==> src/apwm_map.svh <==
// Purpose: register offsets, field positions, reset values and constants of the audio pwm driver
// Assumes: axi4-lite byte addresses, one register per aligned word
// Notes: definitions only
`ifndef APWM_MAP_SVH
`define APWM_MAP_SVH
`define APWM_OFF_VOLUME 5'h00
`define APWM_OFF_CONTROL 5'h04
`define APWM_OFF_SAMPLE_LO 5'h08
`define APWM_OFF_SAMPLE_HI 5'h0C
`define APWM_OFF_STATUS 5'h10
`define APWM_BIT_UNMUTE 7
`define APWM_BIT_MODE 7
`define APWM_BIT_ENABLE 0
`define APWM_RST_BYTE 8'h00
`define APWM_MUTE_VALUE 16'h8000
`define APWM_GAIN_UNITY 7'h00
`define APWM_GAIN_TOP 7'h0C
`define APWM_GAIN_HALF_LOW 7'h68
`define APWM_GAIN_FLOOR 7'h54
`define APWM_CTRL_MASK 8'hE1
`endif

==> src/apwm_pkg.sv <==
// Purpose: types shared by the audio pwm driver
// Assumes: nothing beyond the map header
// Notes: states are one-hot
package apwm_pkg;
    typedef enum logic [2:0] {
        APWM_OFF = 3'b001,
        APWM_RUN_A = 3'b010,
        APWM_RUN_B = 3'b100
    } apwm_state_t;
    typedef struct packed {
        logic mode;
        logic [1:0] res_sel;
        logic enable;
    } apwm_ctrl_t;
endpackage

==> src/apwm_driver.sv <==
// Purpose: audio pwm speaker driver with axi4-lite registers
// Assumes: single clock mclk at 20 MHz, cpu_sleep is synchronous
// Notes: gain is a digital scale of the sample before pwm
//
// The placing of the registers and the AXI4-Lite slave port were chosen for this implementation.
`timescale 1ns/1ns
`include "apwm_map.svh"
module apwm_driver
    import apwm_pkg::*;
(
    input wire logic mclk,
    input wire logic reset_n,
    input wire logic cpu_sleep,
    input wire logic [4:0] s_axi_awaddr,
    input wire logic s_axi_awvalid,
    output logic s_axi_awready,
    input wire logic [31:0] s_axi_wdata,
    input wire logic [3:0] s_axi_wstrb,
    input wire logic s_axi_wvalid,
    output logic s_axi_wready,
    output logic [1:0] s_axi_bresp,
    output logic s_axi_bvalid,
    input wire logic s_axi_bready,
    input wire logic [4:0] s_axi_araddr,
    input wire logic s_axi_arvalid,
    output logic s_axi_arready,
    output logic [31:0] s_axi_rdata,
    output logic [1:0] s_axi_rresp,
    output logic s_axi_rvalid,
    input wire logic s_axi_rready,
    output logic speaker_out_a,
    output logic speaker_out_a_oe_n,
    output logic speaker_out_b,
    output logic speaker_out_b_oe_n
);
    logic [7:0] volume_mute_control;
    apwm_ctrl_t ctrl;
    logic [7:0] play_sample_low_byte;
    logic [7:0] play_sample_high_byte;
    logic [15:0] sample;
    logic [4:0] aw_addr;
    logic aw_held;
    logic [7:0] w_byte;
    logic w_held;
    apwm_state_t state;
    apwm_state_t next_state;
    logic [8:0] pwm_cnt;
    logic [8:0] duty;
    logic [15:0] gained;

    // gain table: q8 multiplier, 256 is unity; codes outside range are reserved
    function automatic logic [9:0] gain_mult(input logic [6:0] code);
        logic [9:0] m;
        m = 10'd256;
        case (code)
            7'h0C: m = 10'd511; 7'h0B: m = 10'd482; 7'h0A: m = 10'd455;
            7'h09: m = 10'd430; 7'h08: m = 10'd406; 7'h07: m = 10'd383;
            7'h06: m = 10'd362; 7'h05: m = 10'd341; 7'h04: m = 10'd322;
            7'h03: m = 10'd304; 7'h02: m = 10'd287; 7'h01: m = 10'd271;
            7'h00: m = 10'd256; 7'h7F: m = 10'd242; 7'h7E: m = 10'd228;
            7'h7D: m = 10'd215; 7'h7C: m = 10'd203; 7'h7B: m = 10'd192;
            7'h7A: m = 10'd181; 7'h79: m = 10'd171; 7'h78: m = 10'd162;
            7'h77: m = 10'd152; 7'h76: m = 10'd144; 7'h75: m = 10'd136;
            7'h74: m = 10'd128; 7'h73: m = 10'd121; 7'h72: m = 10'd114;
            7'h71: m = 10'd108; 7'h70: m = 10'd102; 7'h6F: m = 10'd96;
            7'h6E: m = 10'd91; 7'h6D: m = 10'd86; 7'h6C: m = 10'd81;
            7'h6B: m = 10'd76; 7'h6A: m = 10'd72; 7'h69: m = 10'd68;
            7'h68: m = 10'd64; 7'h67: m = 10'd57; 7'h66: m = 10'd51;
            7'h65: m = 10'd45; 7'h64: m = 10'd40; 7'h63: m = 10'd36;
            7'h62: m = 10'd32; 7'h61: m = 10'd29; 7'h60: m = 10'd26;
            7'h5F: m = 10'd23; 7'h5E: m = 10'd20; 7'h5D: m = 10'd18;
            7'h5C: m = 10'd16; 7'h5B: m = 10'd14; 7'h5A: m = 10'd13;
            7'h59: m = 10'd11; 7'h58: m = 10'd10; 7'h57: m = 10'd9;
            7'h56: m = 10'd8; 7'h55: m = 10'd7; 7'h54: m = 10'd6;
            default: m = 10'd256;
        endcase
        return m;
    endfunction

    // bus decode: write fires once address and data are both held
    wire do_write = aw_held && w_held && !s_axi_bvalid;
    wire [4:0] rd_addr = s_axi_araddr;
    wire active = ctrl.enable && !cpu_sleep;
    wire [3:0] nbits = 4'd6 + {2'b00, ctrl.res_sel};
    wire [8:0] top_count = 9'((10'd1 << nbits) - 10'd1);
    wire [15:0] play_value = volume_mute_control[`APWM_BIT_UNMUTE] ? gained
                             : `APWM_MUTE_VALUE;
    wire [8:0] duty_next = 9'(play_value >> (5'd16 - {1'b0, nbits}));
    wire period_end = (pwm_cnt >= top_count);
    wire pwm_level = (pwm_cnt < duty);
    wire [7:0] ctrl_rd = {ctrl.mode, ctrl.res_sel, 4'h0, ctrl.enable};

    // signed sample scaled by gain, saturated to 16 bits
    logic signed [26:0] prod;
    always_comb begin
        prod = $signed(sample) * $signed({1'b0, gain_mult(volume_mute_control[6:0])});
        if ($signed(prod[26:8]) > 19'sd32767) begin
            gained = 16'h7FFF;
        end else if ($signed(prod[26:8]) < -19'sd32768) begin
            gained = 16'h8000;
        end else begin
            gained = prod[23:8];
        end
        gained = gained ^ 16'h8000; // offset binary: 8000h is silence
    end

    // address and data channels are captured independently
    always_ff @(posedge mclk or negedge reset_n) begin
        if (!reset_n) begin
            aw_held <= 1'b0;
            aw_addr <= 5'h00;
            w_held <= 1'b0;
            w_byte <= 8'h00;
            s_axi_bvalid <= 1'b0;
        end else begin
            if (s_axi_awvalid && s_axi_awready) begin
                aw_held <= 1'b1;
                aw_addr <= s_axi_awaddr;
            end
            if (s_axi_wvalid && s_axi_wready) begin
                w_held <= 1'b1;
                w_byte <= s_axi_wstrb[0] ? s_axi_wdata[7:0] : 8'h00;
            end
            if (do_write) begin
                aw_held <= 1'b0;
                w_held <= 1'b0;
                s_axi_bvalid <= 1'b1;
            end else if (s_axi_bvalid && s_axi_bready) begin
                s_axi_bvalid <= 1'b0;
            end
        end
    end
    assign s_axi_awready = !aw_held && !s_axi_bvalid;
    assign s_axi_wready = !w_held && !s_axi_bvalid;
    assign s_axi_bresp = 2'b00;

    // register writes; a write without lane 0 strobe leaves the register
    logic wstrb_seen;
    wire wr_lane = do_write && wstrb_seen;
    always_ff @(posedge mclk or negedge reset_n) begin
        if (!reset_n) begin
            wstrb_seen <= 1'b0;
        end else if (s_axi_wvalid && s_axi_wready) begin
            wstrb_seen <= s_axi_wstrb[0];
        end
    end
    always_ff @(posedge mclk or negedge reset_n) begin
        if (!reset_n) begin
            volume_mute_control <= `APWM_RST_BYTE;
            ctrl <= '0;
            play_sample_low_byte <= `APWM_RST_BYTE;
            play_sample_high_byte <= `APWM_RST_BYTE;
            sample <= 16'h0000;
        end else if (wr_lane) begin
            case (aw_addr)
                5'(`APWM_OFF_VOLUME): volume_mute_control <= w_byte;
                5'(`APWM_OFF_CONTROL): ctrl <= {w_byte[7:5], w_byte[0]};
                5'(`APWM_OFF_SAMPLE_LO): play_sample_low_byte <= w_byte;
                5'(`APWM_OFF_SAMPLE_HI): begin
                    play_sample_high_byte <= w_byte;
                    sample <= {w_byte, play_sample_low_byte};
                end
                default: ;
            endcase
        end
    end

    // read channel; unmapped offsets answer okay with zero
    always_ff @(posedge mclk or negedge reset_n) begin
        if (!reset_n) begin
            s_axi_rvalid <= 1'b0;
            s_axi_rdata <= 32'h0000_0000;
        end else if (s_axi_arvalid && s_axi_arready) begin
            s_axi_rvalid <= 1'b1;
            case (rd_addr)
                5'(`APWM_OFF_VOLUME): s_axi_rdata <= {24'h0, volume_mute_control};
                5'(`APWM_OFF_CONTROL): s_axi_rdata <= {24'h0, ctrl_rd};
                5'(`APWM_OFF_SAMPLE_LO): s_axi_rdata <= {24'h0, play_sample_low_byte};
                5'(`APWM_OFF_SAMPLE_HI): s_axi_rdata <= {24'h0, play_sample_high_byte};
                `APWM_OFF_STATUS: s_axi_rdata <= {21'h0, active, state, duty[6:0]} ;
                default: s_axi_rdata <= 32'h0000_0000;
            endcase
        end else if (s_axi_rvalid && s_axi_rready) begin
            s_axi_rvalid <= 1'b0;
        end
    end
    assign s_axi_arready = !s_axi_rvalid;
    assign s_axi_rresp = 2'b00;

    // pin sequencer: green mode swaps the driven pin each period
    always_comb begin
        case (state)
            APWM_OFF: next_state = active ? APWM_RUN_A : APWM_OFF;
            APWM_RUN_A: next_state = !active ? APWM_OFF
                : (ctrl.mode && period_end) ? APWM_RUN_B : APWM_RUN_A;
            APWM_RUN_B: next_state = !active ? APWM_OFF
                : (period_end || !ctrl.mode) ? APWM_RUN_A : APWM_RUN_B;
            default: next_state = APWM_OFF;
        endcase
    end

    // counter and duty reload at period boundary to avoid glitched pulses
    always_ff @(posedge mclk or negedge reset_n) begin
        if (!reset_n) begin
            state <= APWM_OFF;
            pwm_cnt <= 9'h000;
            duty <= 9'h000;
        end else begin
            state <= next_state;
            if (!active || period_end) begin
                pwm_cnt <= 9'h000;
                duty <= duty_next;
            end else begin
                pwm_cnt <= pwm_cnt + 9'h001;
            end
        end
    end

    // outputs registered; oe_n high floats the pin
    always_ff @(posedge mclk or negedge reset_n) begin
        if (!reset_n) begin
            speaker_out_a <= 1'b0;
            speaker_out_b <= 1'b0;
            speaker_out_a_oe_n <= 1'b1;
            speaker_out_b_oe_n <= 1'b1;
        end else begin
            speaker_out_a <= active && pwm_level;
            speaker_out_b <= active && pwm_level;
            speaker_out_a_oe_n <= !(active && (!ctrl.mode || state == APWM_RUN_A));
            speaker_out_b_oe_n <= !(active && (!ctrl.mode || state == APWM_RUN_B));
        end
    end

    a_float_when_off: assert property (@(posedge mclk) disable iff (!reset_n)
        !active |=> speaker_out_a_oe_n && speaker_out_b_oe_n)
        else $error("pins driven while off");
    a_sleep_kills: assert property (@(posedge mclk) disable iff (!reset_n)
        cpu_sleep |=> speaker_out_a_oe_n && speaker_out_b_oe_n)
        else $error("pins driven in sleep");
    a_normal_both: assert property (@(posedge mclk) disable iff (!reset_n)
        active && !ctrl.mode |=> !speaker_out_a_oe_n && !speaker_out_b_oe_n)
        else $error("normal mode not driving both");
    a_green_alternate: assert property (@(posedge mclk) disable iff (!reset_n)
        active && ctrl.mode |=> speaker_out_a_oe_n || speaker_out_b_oe_n)
        else $error("green mode drives both");
    a_mute_value: assert property (@(posedge mclk) disable iff (!reset_n)
        !volume_mute_control[`APWM_BIT_UNMUTE] |-> play_value == `APWM_MUTE_VALUE)
        else $error("mute value wrong");
    a_ctrl_zero: assert property (@(posedge mclk) disable iff (!reset_n)
        s_axi_rvalid && $past(rd_addr) == 5'(`APWM_OFF_CONTROL) && $rose(s_axi_rvalid)
        |-> s_axi_rdata[4:1] == 4'h0)
        else $error("control unused bits nonzero");
    a_sample_commit: assert property (@(posedge mclk) disable iff (!reset_n)
        wr_lane && aw_addr == 5'(`APWM_OFF_SAMPLE_HI)
        |=> sample == {play_sample_high_byte, play_sample_low_byte})
        else $error("sample not committed");
    a_duty_width: assert property (@(posedge mclk) disable iff (!reset_n)
        duty_next <= top_count)
        else $error("duty exceeds resolution");
    a_unity_gain: assert property (@(posedge mclk) disable iff (!reset_n)
        volume_mute_control[6:0] == `APWM_GAIN_UNITY |-> gained == (sample ^ 16'h8000))
        else $error("unity gain wrong");
    c_green_run: cover property (@(posedge mclk) state == APWM_RUN_B);
    c_sleep_off: cover property (@(posedge mclk) $rose(cpu_sleep) && ctrl.enable);
    c_hi_write: cover property (@(posedge mclk) wr_lane && aw_addr == 5'(`APWM_OFF_SAMPLE_HI));
endmodule

==> config.mk <==
export PLATFORM = sky130hd
export DESIGN_NAME = apwm_driver
export DESIGN_NICKNAME = d
export VERILOG_FILES = /design/src/apwm_pkg.sv /design/src/apwm_driver.sv
export VERILOG_INCLUDE_DIRS = /design/src
export SDC_FILE = /design/constraint.sdc
export NUM_CORES = 1
export LEC_CHECK = 0
export BUFFER_PORTS_ARGS = -buffer_cell sky130_fd_sc_hd__clkbuf_2
export CORE_MARGIN = 1
export CORE_UTILIZATION = 29
export DETAILED_ROUTE_END_ITERATION = 7
export PLACE_DENSITY_LB_ADDON = 0.25
export SLEW_MARGIN = 40
export SYNTH_ARGS = -nofsm -noshare
export SYNTH_HDL_FRONTEND = slang
export SYNTH_SLANG_ARGS = --single-unit
==> constraint.sdc <==
create_clock -name mclk -period 9.1 [get_ports mclk]
set_clock_uncertainty 0.2 [all_clocks]
set_input_delay 0.455 -clock mclk [delete_from_list [all_inputs] [get_ports mclk]]
set_output_delay 0.455 -clock mclk [all_outputs]
set_load 0.05 [all_outputs]
### After elaboration in Yosys (flattened, before gate mapping)

Memories as Yosys holds them, arrays and structs flattened.
Index checks and enable logic that the tools add are counted.

* memories: 1
* ROM bits: 1152
* input port bits: 54
* flip-flop bits (word level): 118

* mux-type cells: 20
* order comparisons: 4
* reduce and logical (&&, ||, !) cells: 38
* multiply operators: 1
* bitwise gates (word level): 1
* add/sub/neg operators: 4
* shift operators: 2
* eq/ne operators: 10

Memories
* (name not given): words 128, width 9, read ports 1, clocked after Yosys merged registers in 0, write ports 0, RTL line apwm_driver.sv:55 `case (code)`

Operator list (number)
* 11-bit one-hot mux with 5 select lines: 1
* 16-bit 2-to-1 mux: 3
* 16-bit by 11-bit multiplier with 27-bit output: 1
* 5-bit by 4-bit equality test with 1-bit output (second input constant): 4
* 19-bit by 16-bit > comparator with 1-bit output (second input constant): 1
* 19-bit by 16-bit < comparator with 1-bit output (second input constant): 1
* 16-bit by 5-bit >> shifter with 9-bit output: 1
* 1-bit logical AND: 15
* 3-bit 2-to-1 mux: 4
* 5-bit by 3-bit equality test with 1-bit output (second input constant): 2
* 5-bit zero test: 2
* 9-bit by 1-bit adder with 9-bit output (second input constant): 1
* 9-bit >= comparator: 1
* 1-bit zero test: 9
* 9-bit < comparator: 1
* 9-bit 2-to-1 mux: 1
* 3-bit one-hot mux with 3 select lines: 1
* 1-bit by 4-bit << shifter with 9-bit output (first input constant): 1
* 9-bit by 1-bit subtractor with 9-bit output (second input constant): 1
* 1-bit 2-to-1 mux: 8
* 8-bit 2-to-1 mux: 1
* 2-bit AND reduction: 4
* 2-bit nonzero test: 4
* 5-bit equality test (second input constant): 1
* other kinds (8): 11

### Longest topological paths before layout

* depth in word-level cells: 8
* gate-level depth with buffers: 37

### Worst setup path after synthesis

Ideal clock, no wire load.

* path type: flip-flop to flip-flop
* start point: reg volume_mute_control[1]
* end point: reg duty[0]
* slack: 1119 ps
* library setup time: 122 ps
* cell stages (with the launch flop): 30
* arrival: 7659 ps
* data required time: 8778 ps
* cells stage by stage: dfrtp_1 -> clkbuf_2 -> inv_1 -> ha_1 -> a21oi_1 -> o21ai_0 -> nor2_1 -> o22ai_1 -> a32o_1 -> and2_1 -> fa_1 -> fa_1 -> fa_1 -> fa_1 -> inv_1 -> fa_1 -> inv_1 -> ha_1 -> clkbuf_1 -> nand2_1 -> or4_2 -> a211oi_1 -> o21ai_0 -> a211o_1 -> and2_4 -> buf_6 -> a22oi_4 -> o21ai_2 -> or3_1 -> a32o_1

* longest elaborated chain between the ends: 8
* elaborated cells on any way between the ends: 9
* classes of those cells: mul: 1; order compare: 2; shift: 1; mux: 3; bitwise: 1; memory: 1

Ends and longest elaborated chain
* from (decl): RTL line apwm_driver.sv:36 `logic [7:0] volume_mute_control;`
* from (signal assigned): RTL line apwm_driver.sv:149 `` volume_mute_control <= `APWM_RST_BYTE; ``
* from (signal assigned): RTL line apwm_driver.sv:156 `` 5'(`APWM_OFF_VOLUME): volume_mute_control <= w_byte; ``
* memory 128 x 9 bit (*)
* 16-bit by 11-bit multiplier with 27-bit output (*): RTL line apwm_driver.sv:96 `prod = $signed(sample) * $signed({1'b0, gain_mult(volume_mute_control[6:0])});`
* 19-bit by 16-bit < comparator with 1-bit output: RTL line apwm_driver.sv:99 `end else if ($signed(prod[26:8]) < -19'sd32768) begin`
* 16-bit 2-to-1 mux: RTL line apwm_driver.sv:99
* 16-bit 2-to-1 mux (*): RTL line apwm_driver.sv:97 `if ($signed(prod[26:8]) > 19'sd32767) begin`
* 1-bit inverter (no line)
* 16-bit 2-to-1 mux (no line) (*)
* 16-bit by 5-bit >> shifter with 9-bit output (*): RTL line apwm_driver.sv:88 `wire [8:0] duty_next = 9'(play_value >> (5'd16 - {1'b0, nbits}));`
* to (signal assigned): RTL line apwm_driver.sv:212 `duty <= duty_next;`
* to (decl): RTL line apwm_driver.sv:48 `logic [8:0] duty;`

Every way passes the cells marked *; elsewhere a longest branch is shown, timed or not.
A chain may end at the register's enable or synchronous reset.

### Worst setup path in the final report

* start point: reg volume_mute_control[2]
* end point: reg duty[3]

Same word-level chain as after synthesis.

==> implementation parameters <==
Parameter                              Value

Yosys
  Fraction of synthesized cell area in xor and xnor cells    2.17%
  Fraction of post-synthesis cell area in the top cell type by area    21.0%
  Instance count of the mapped netlist    ~1,400
  Most frequently used flop master after synthesis    dfrtp_1
  Dominant cell type by area after synthesis    fa_1
  Fraction of the yosys area taken by sequential cells    18.4%
  Adder-cell share of the synthesized area    between 30 and 40%
  Asr flop ratio synth    100%
  Simple-gate share of the synthesized area    16.8%
  Number of storage elements in the synthesis netlist    89
  Number of enable flip-flop cells after synthesis    0
  Mux share of post-synthesis cell area    4.88%
  Combinational family with the most area after synthesis    adder cells
  Number of synthesis warnings    0
  Post-synth design cell area    0.0121 sq mm
  Synth Area in Compound Gates    roughly 16%
  Number of library cell types mapped by synthesis    95
  Post-Synthesis Mean Instance Area    8.74 sq um
  Leading post-synthesis cells by cell area    fa_1 (21%), dfrtp_1 (18%), ha_1 (9.4%)

Detailed routing
  Routed WL    30,400 um
  Number of iterations in the first detailed-routing pass    8
  DR DRC count    3
  Routed length per placed instance    15.6 um
  First DRT Iteration DRCs    538
  Detailed-route vias per instance    4.90
  Post-detailed-route count of antenna-violating nets    0
  Via count    9,552

Final layout
  Final #Nets    1,684
  Number of antenna cells inserted    0
  Post-route insts no fill    1,949
  Ratio of cells with drive above 1 in the final layout    between 10% and 20%
  Syn-to-layout area delta    8.98%

Global route
  Via count of the first global-routing pass    between 9,000 and 10,000
  Remaining global-route overflow    0
  Maximum number of pins on one net before global-route repair    59
  Global Route Usage Sum    14.9%
  Met1 Use GR    between 20% and 30%
  Wire length of the first global-routing pass    50,700 um
  Met3 Resource Use GR    1.29%
  Fraction of met2 tracks used by global routing    between 20% and 30%
  Most Crowded Layer GR    met2
  Initial antenna violation count    0

Run status
  Failing checks    design-rule violations
  Outcome    finished, violations left

Hold path
  Hold WC Path Type    in2reg
  Endpoint of the worst hold path    s_axi_bvalid$_DFFE_PN0P_
  Origin of the worst min-delay path    s_axi_bready
  Number of instances on the worst hold path    2

Worst setup path
  Start-to-end type of the worst setup path    reg2reg
  Worst path max stage delay    0.59 ns
  Arrival time at the worst endpoint    between 8 and 9 ns
  Worst endpoint required time    9.12 ns
  Worst-case register-to-register setup slack    between 0.5 and 0.6 ns
  Worst reg-to-reg path cell count    25
  Cell mode on critical path    fa_1
  Worst Path Max Fanout    13
  Startpoint type of the worst setup path    flop
  Number of buffer and inverter stages on the critical path    5
  Reg2reg end    duty[3]$_DFFE_PN0N_
  Cell with the largest stage delay on the worst path    dfrtp_1
  Critical register-to-register path startpoint    volume_mute_control[2]$_DFFE_PN0P_
  Endpoint class of the critical path    flop
  Largest delay share family, worst path    adder cells

STA
  Fin Setup TNS    0 ns
  RSZ-0062 raised after global routing    false
  Setup Viol. Count Final    0
  Min cycle time layout    approximately 8.6 ns
  Pins over their slew limit    0
  Final Hold Viols    0
  Achievable clock frequency    117 MHz
  Measured slew at the worst slew-check pin    about 0.79 ns
  Portion of the clock cycle consumed by the worst path in the final layout    94.3%
  Tightest slew margin relative to the limit    47.3%

Floorplanning
  Effective utilization at floorplan    29.5%
  Number of I/O pins    99
  Core Region    0.0410 sq mm
  Chip width    206 um
  # rows    74
  Die Footprint    0.0426 sq mm
  Die Span Y    206 um

CTS
  Number of H-tree levels    3
  Clock edge transition at the registers on the reported setup and hold paths    0.07 ns
  Clk sinks    89
  TritonCTS clock tree    done
  Clock root cell    clkbuf_16
  Clock buffer count from CTS    9
  Number of post-CTS setup repair buffers    0
  CTS max path bufs    2
  Insertion delay of the later-clocked pin in the worst-skew pair    0.34 ns

Pwr
  Power density over the cells    179 mW/mm^2
  Standby leakage power    6.50 nW
  Largest voltage drop on the vdd net    0.124 mV

Place
  Placed Instances    1,932
  Port Buf Inserts    46
  Detailed placement HPWL    24,400 um
  RD Place Congestion    between 0.8 and 0.9

Flow run
  Count of max-cap constraint violations    0
## placed cells by master, fill, tap and decap left out, drive strengths merged, types with 12 or more instances in the layout
master / count
a21o: 23
a21oi: 49
a31oi: 14
and2: 58
buf: 43
clkbuf: 54
conb: 25
dfrtp: 86
fa: 127
ha: 91
inv: 204
mux2: 42
nand2: 181
nand2b: 16
nand3: 18
nand4: 12
nor2: 65
nor2b: 25
nor3: 16
o21ai: 69
xnor2: 18
xor2: 12
## synthesized netlist by cell type (25+ instances only)
cell,instances
buf_4,28
and2_1,52
nor2b_1,25
fa_1,127
dfrtp_1,86
inv_1,202
nand2_1,180
mux2_2,41
o21ai_0,64
clkbuf_1,45
nor2_1,64
ha_1,91
a21oi_1,48
## where the power goes
part | switching (W) | total [W] | internal [W]
Clock | 0.000161 | 0.000460 | 0.000300
Sequential | 0.000149 | 0.000626 | 0.000477
Combinational | 0.000818 | 0.00128 | 0.000462
## worst reg2reg max path, cell delays in order, from the launching register on
cell	delay [ns]
dfrtp_1	0.59
clkinv_1	0.16
ha_1	0.29
o22a_1	0.19
o21ai_0	0.23
a21o_1	0.52
buf_4	0.24
nand2_1	0.08
fa_1	0.56
inv_1	0.05
fa_1	0.53
fa_1	0.44
fa_1	0.55
inv_1	0.05
fa_1	0.53
inv_1	0.04
ha_1	0.44
nand4_1	0.21
or4_2	0.57
a211oi_1	0.34
o21ai_0	0.19
a211o_1	0.33
and2_2	0.25
o31ai_2	0.42
o221ai_1	0.16
a221o_1	0.32
## routing by layer
layer	vias to the layer above	part of all wire, %
met5	-	0
met4	0	1.6
met3	23	3.1
met2	169	47
met1	4769	48
li1	4591	-
## worst max-delay path by stage
stage | start | endpoint | slack (ns) | depth (start not counted)
global route | volume_mute_control[0]$_DFFE_PN0P_ | duty[3]$_DFFE_PN0N_ | 0.07 | 32
floorplan | volume_mute_control[1]$_DFFE_PN0P_ | duty[0]$_DFFE_PN0N_ | 1.12 | 29
CTS | volume_mute_control[1]$_DFFE_PN0P_ | duty[3]$_DFFE_PN0N_ | 0.42 | 29
detailed placement | volume_mute_control[1]$_DFFE_PN0P_ | duty[3]$_DFFE_PN0N_ | 0.49 | 29
global placement | volume_mute_control[1]$_DFFE_PN0P_ | duty[3]$_DFFE_PN0N_ | 0.49 | 29
finish | volume_mute_control[2]$_DFFE_PN0P_ | duty[3]$_DFFE_PN0N_ | 0.52 | 25
## registers in the layout, indices dropped and copies added (netlist names)
name,count
wstrb_seen,1
play_sample_high_byte,8
volume_mute_control,8
play_sample_low_byte,8
speaker_out_a_oe_n,1
s_axi_rdata,11
state,3
aw_held,1
speaker_out_b_oe_n,1
duty,9
speaker_out_b,1
w_byte,8
pwm_cnt,9
s_axi_rvalid,1
s_axi_bvalid,1
sample,8
w_held,1
aw_addr,5
ctrl,4
## cell type report
cell class	count	area, sq um
Multi-Input combinational cell	1019	8610
Fill cell	4323	27800
Timing Repair Buffer	89	562
Inverter	204	766
Sequential cell	89	2230
Clock inverter	7	149
Tap cell	532	666
Clock buffer	9	225
## through the flow
step	hold slack (ns)	total power, W	setup slack (ns)	cell area (sq um)	utilization, %
floorplan	-0.0406	0.00152	1.12	12200	-
global placement	0.214	0.00190	0.488	12800	31.2
detailed placement	0.217	0.00190	0.486	12800	31.2
CTS	0.0725	0.00238	0.417	13200	32.1
global route	0.0912	0.00256	0.0665	13200	32.2
finish	0.0823	0.00237	0.518	13200	32.2
## what timing repair did
item                                    in CTS  in global routing
endpoints found under the hold margin       31                  0
gates resized for setup                      0                  4
hold buffers                                 1                  0
endpoints found under the setup margin       0                  6
## logic make-up (layout without fill, tap and decap cells)
kind of cell               count (synthesis)  in the layout
AOI/OAI and AO/OA                        273            273
DFF                                       89             89
muxes                                     51             51
and+or+nand+nor                          422            422
xor gates and xnor gates                  30             30
other                                      1             25
buffers and inverters                    302            309
adders and majority gates                218            218
No activity file was read; power rests on OpenSTA's default activity.
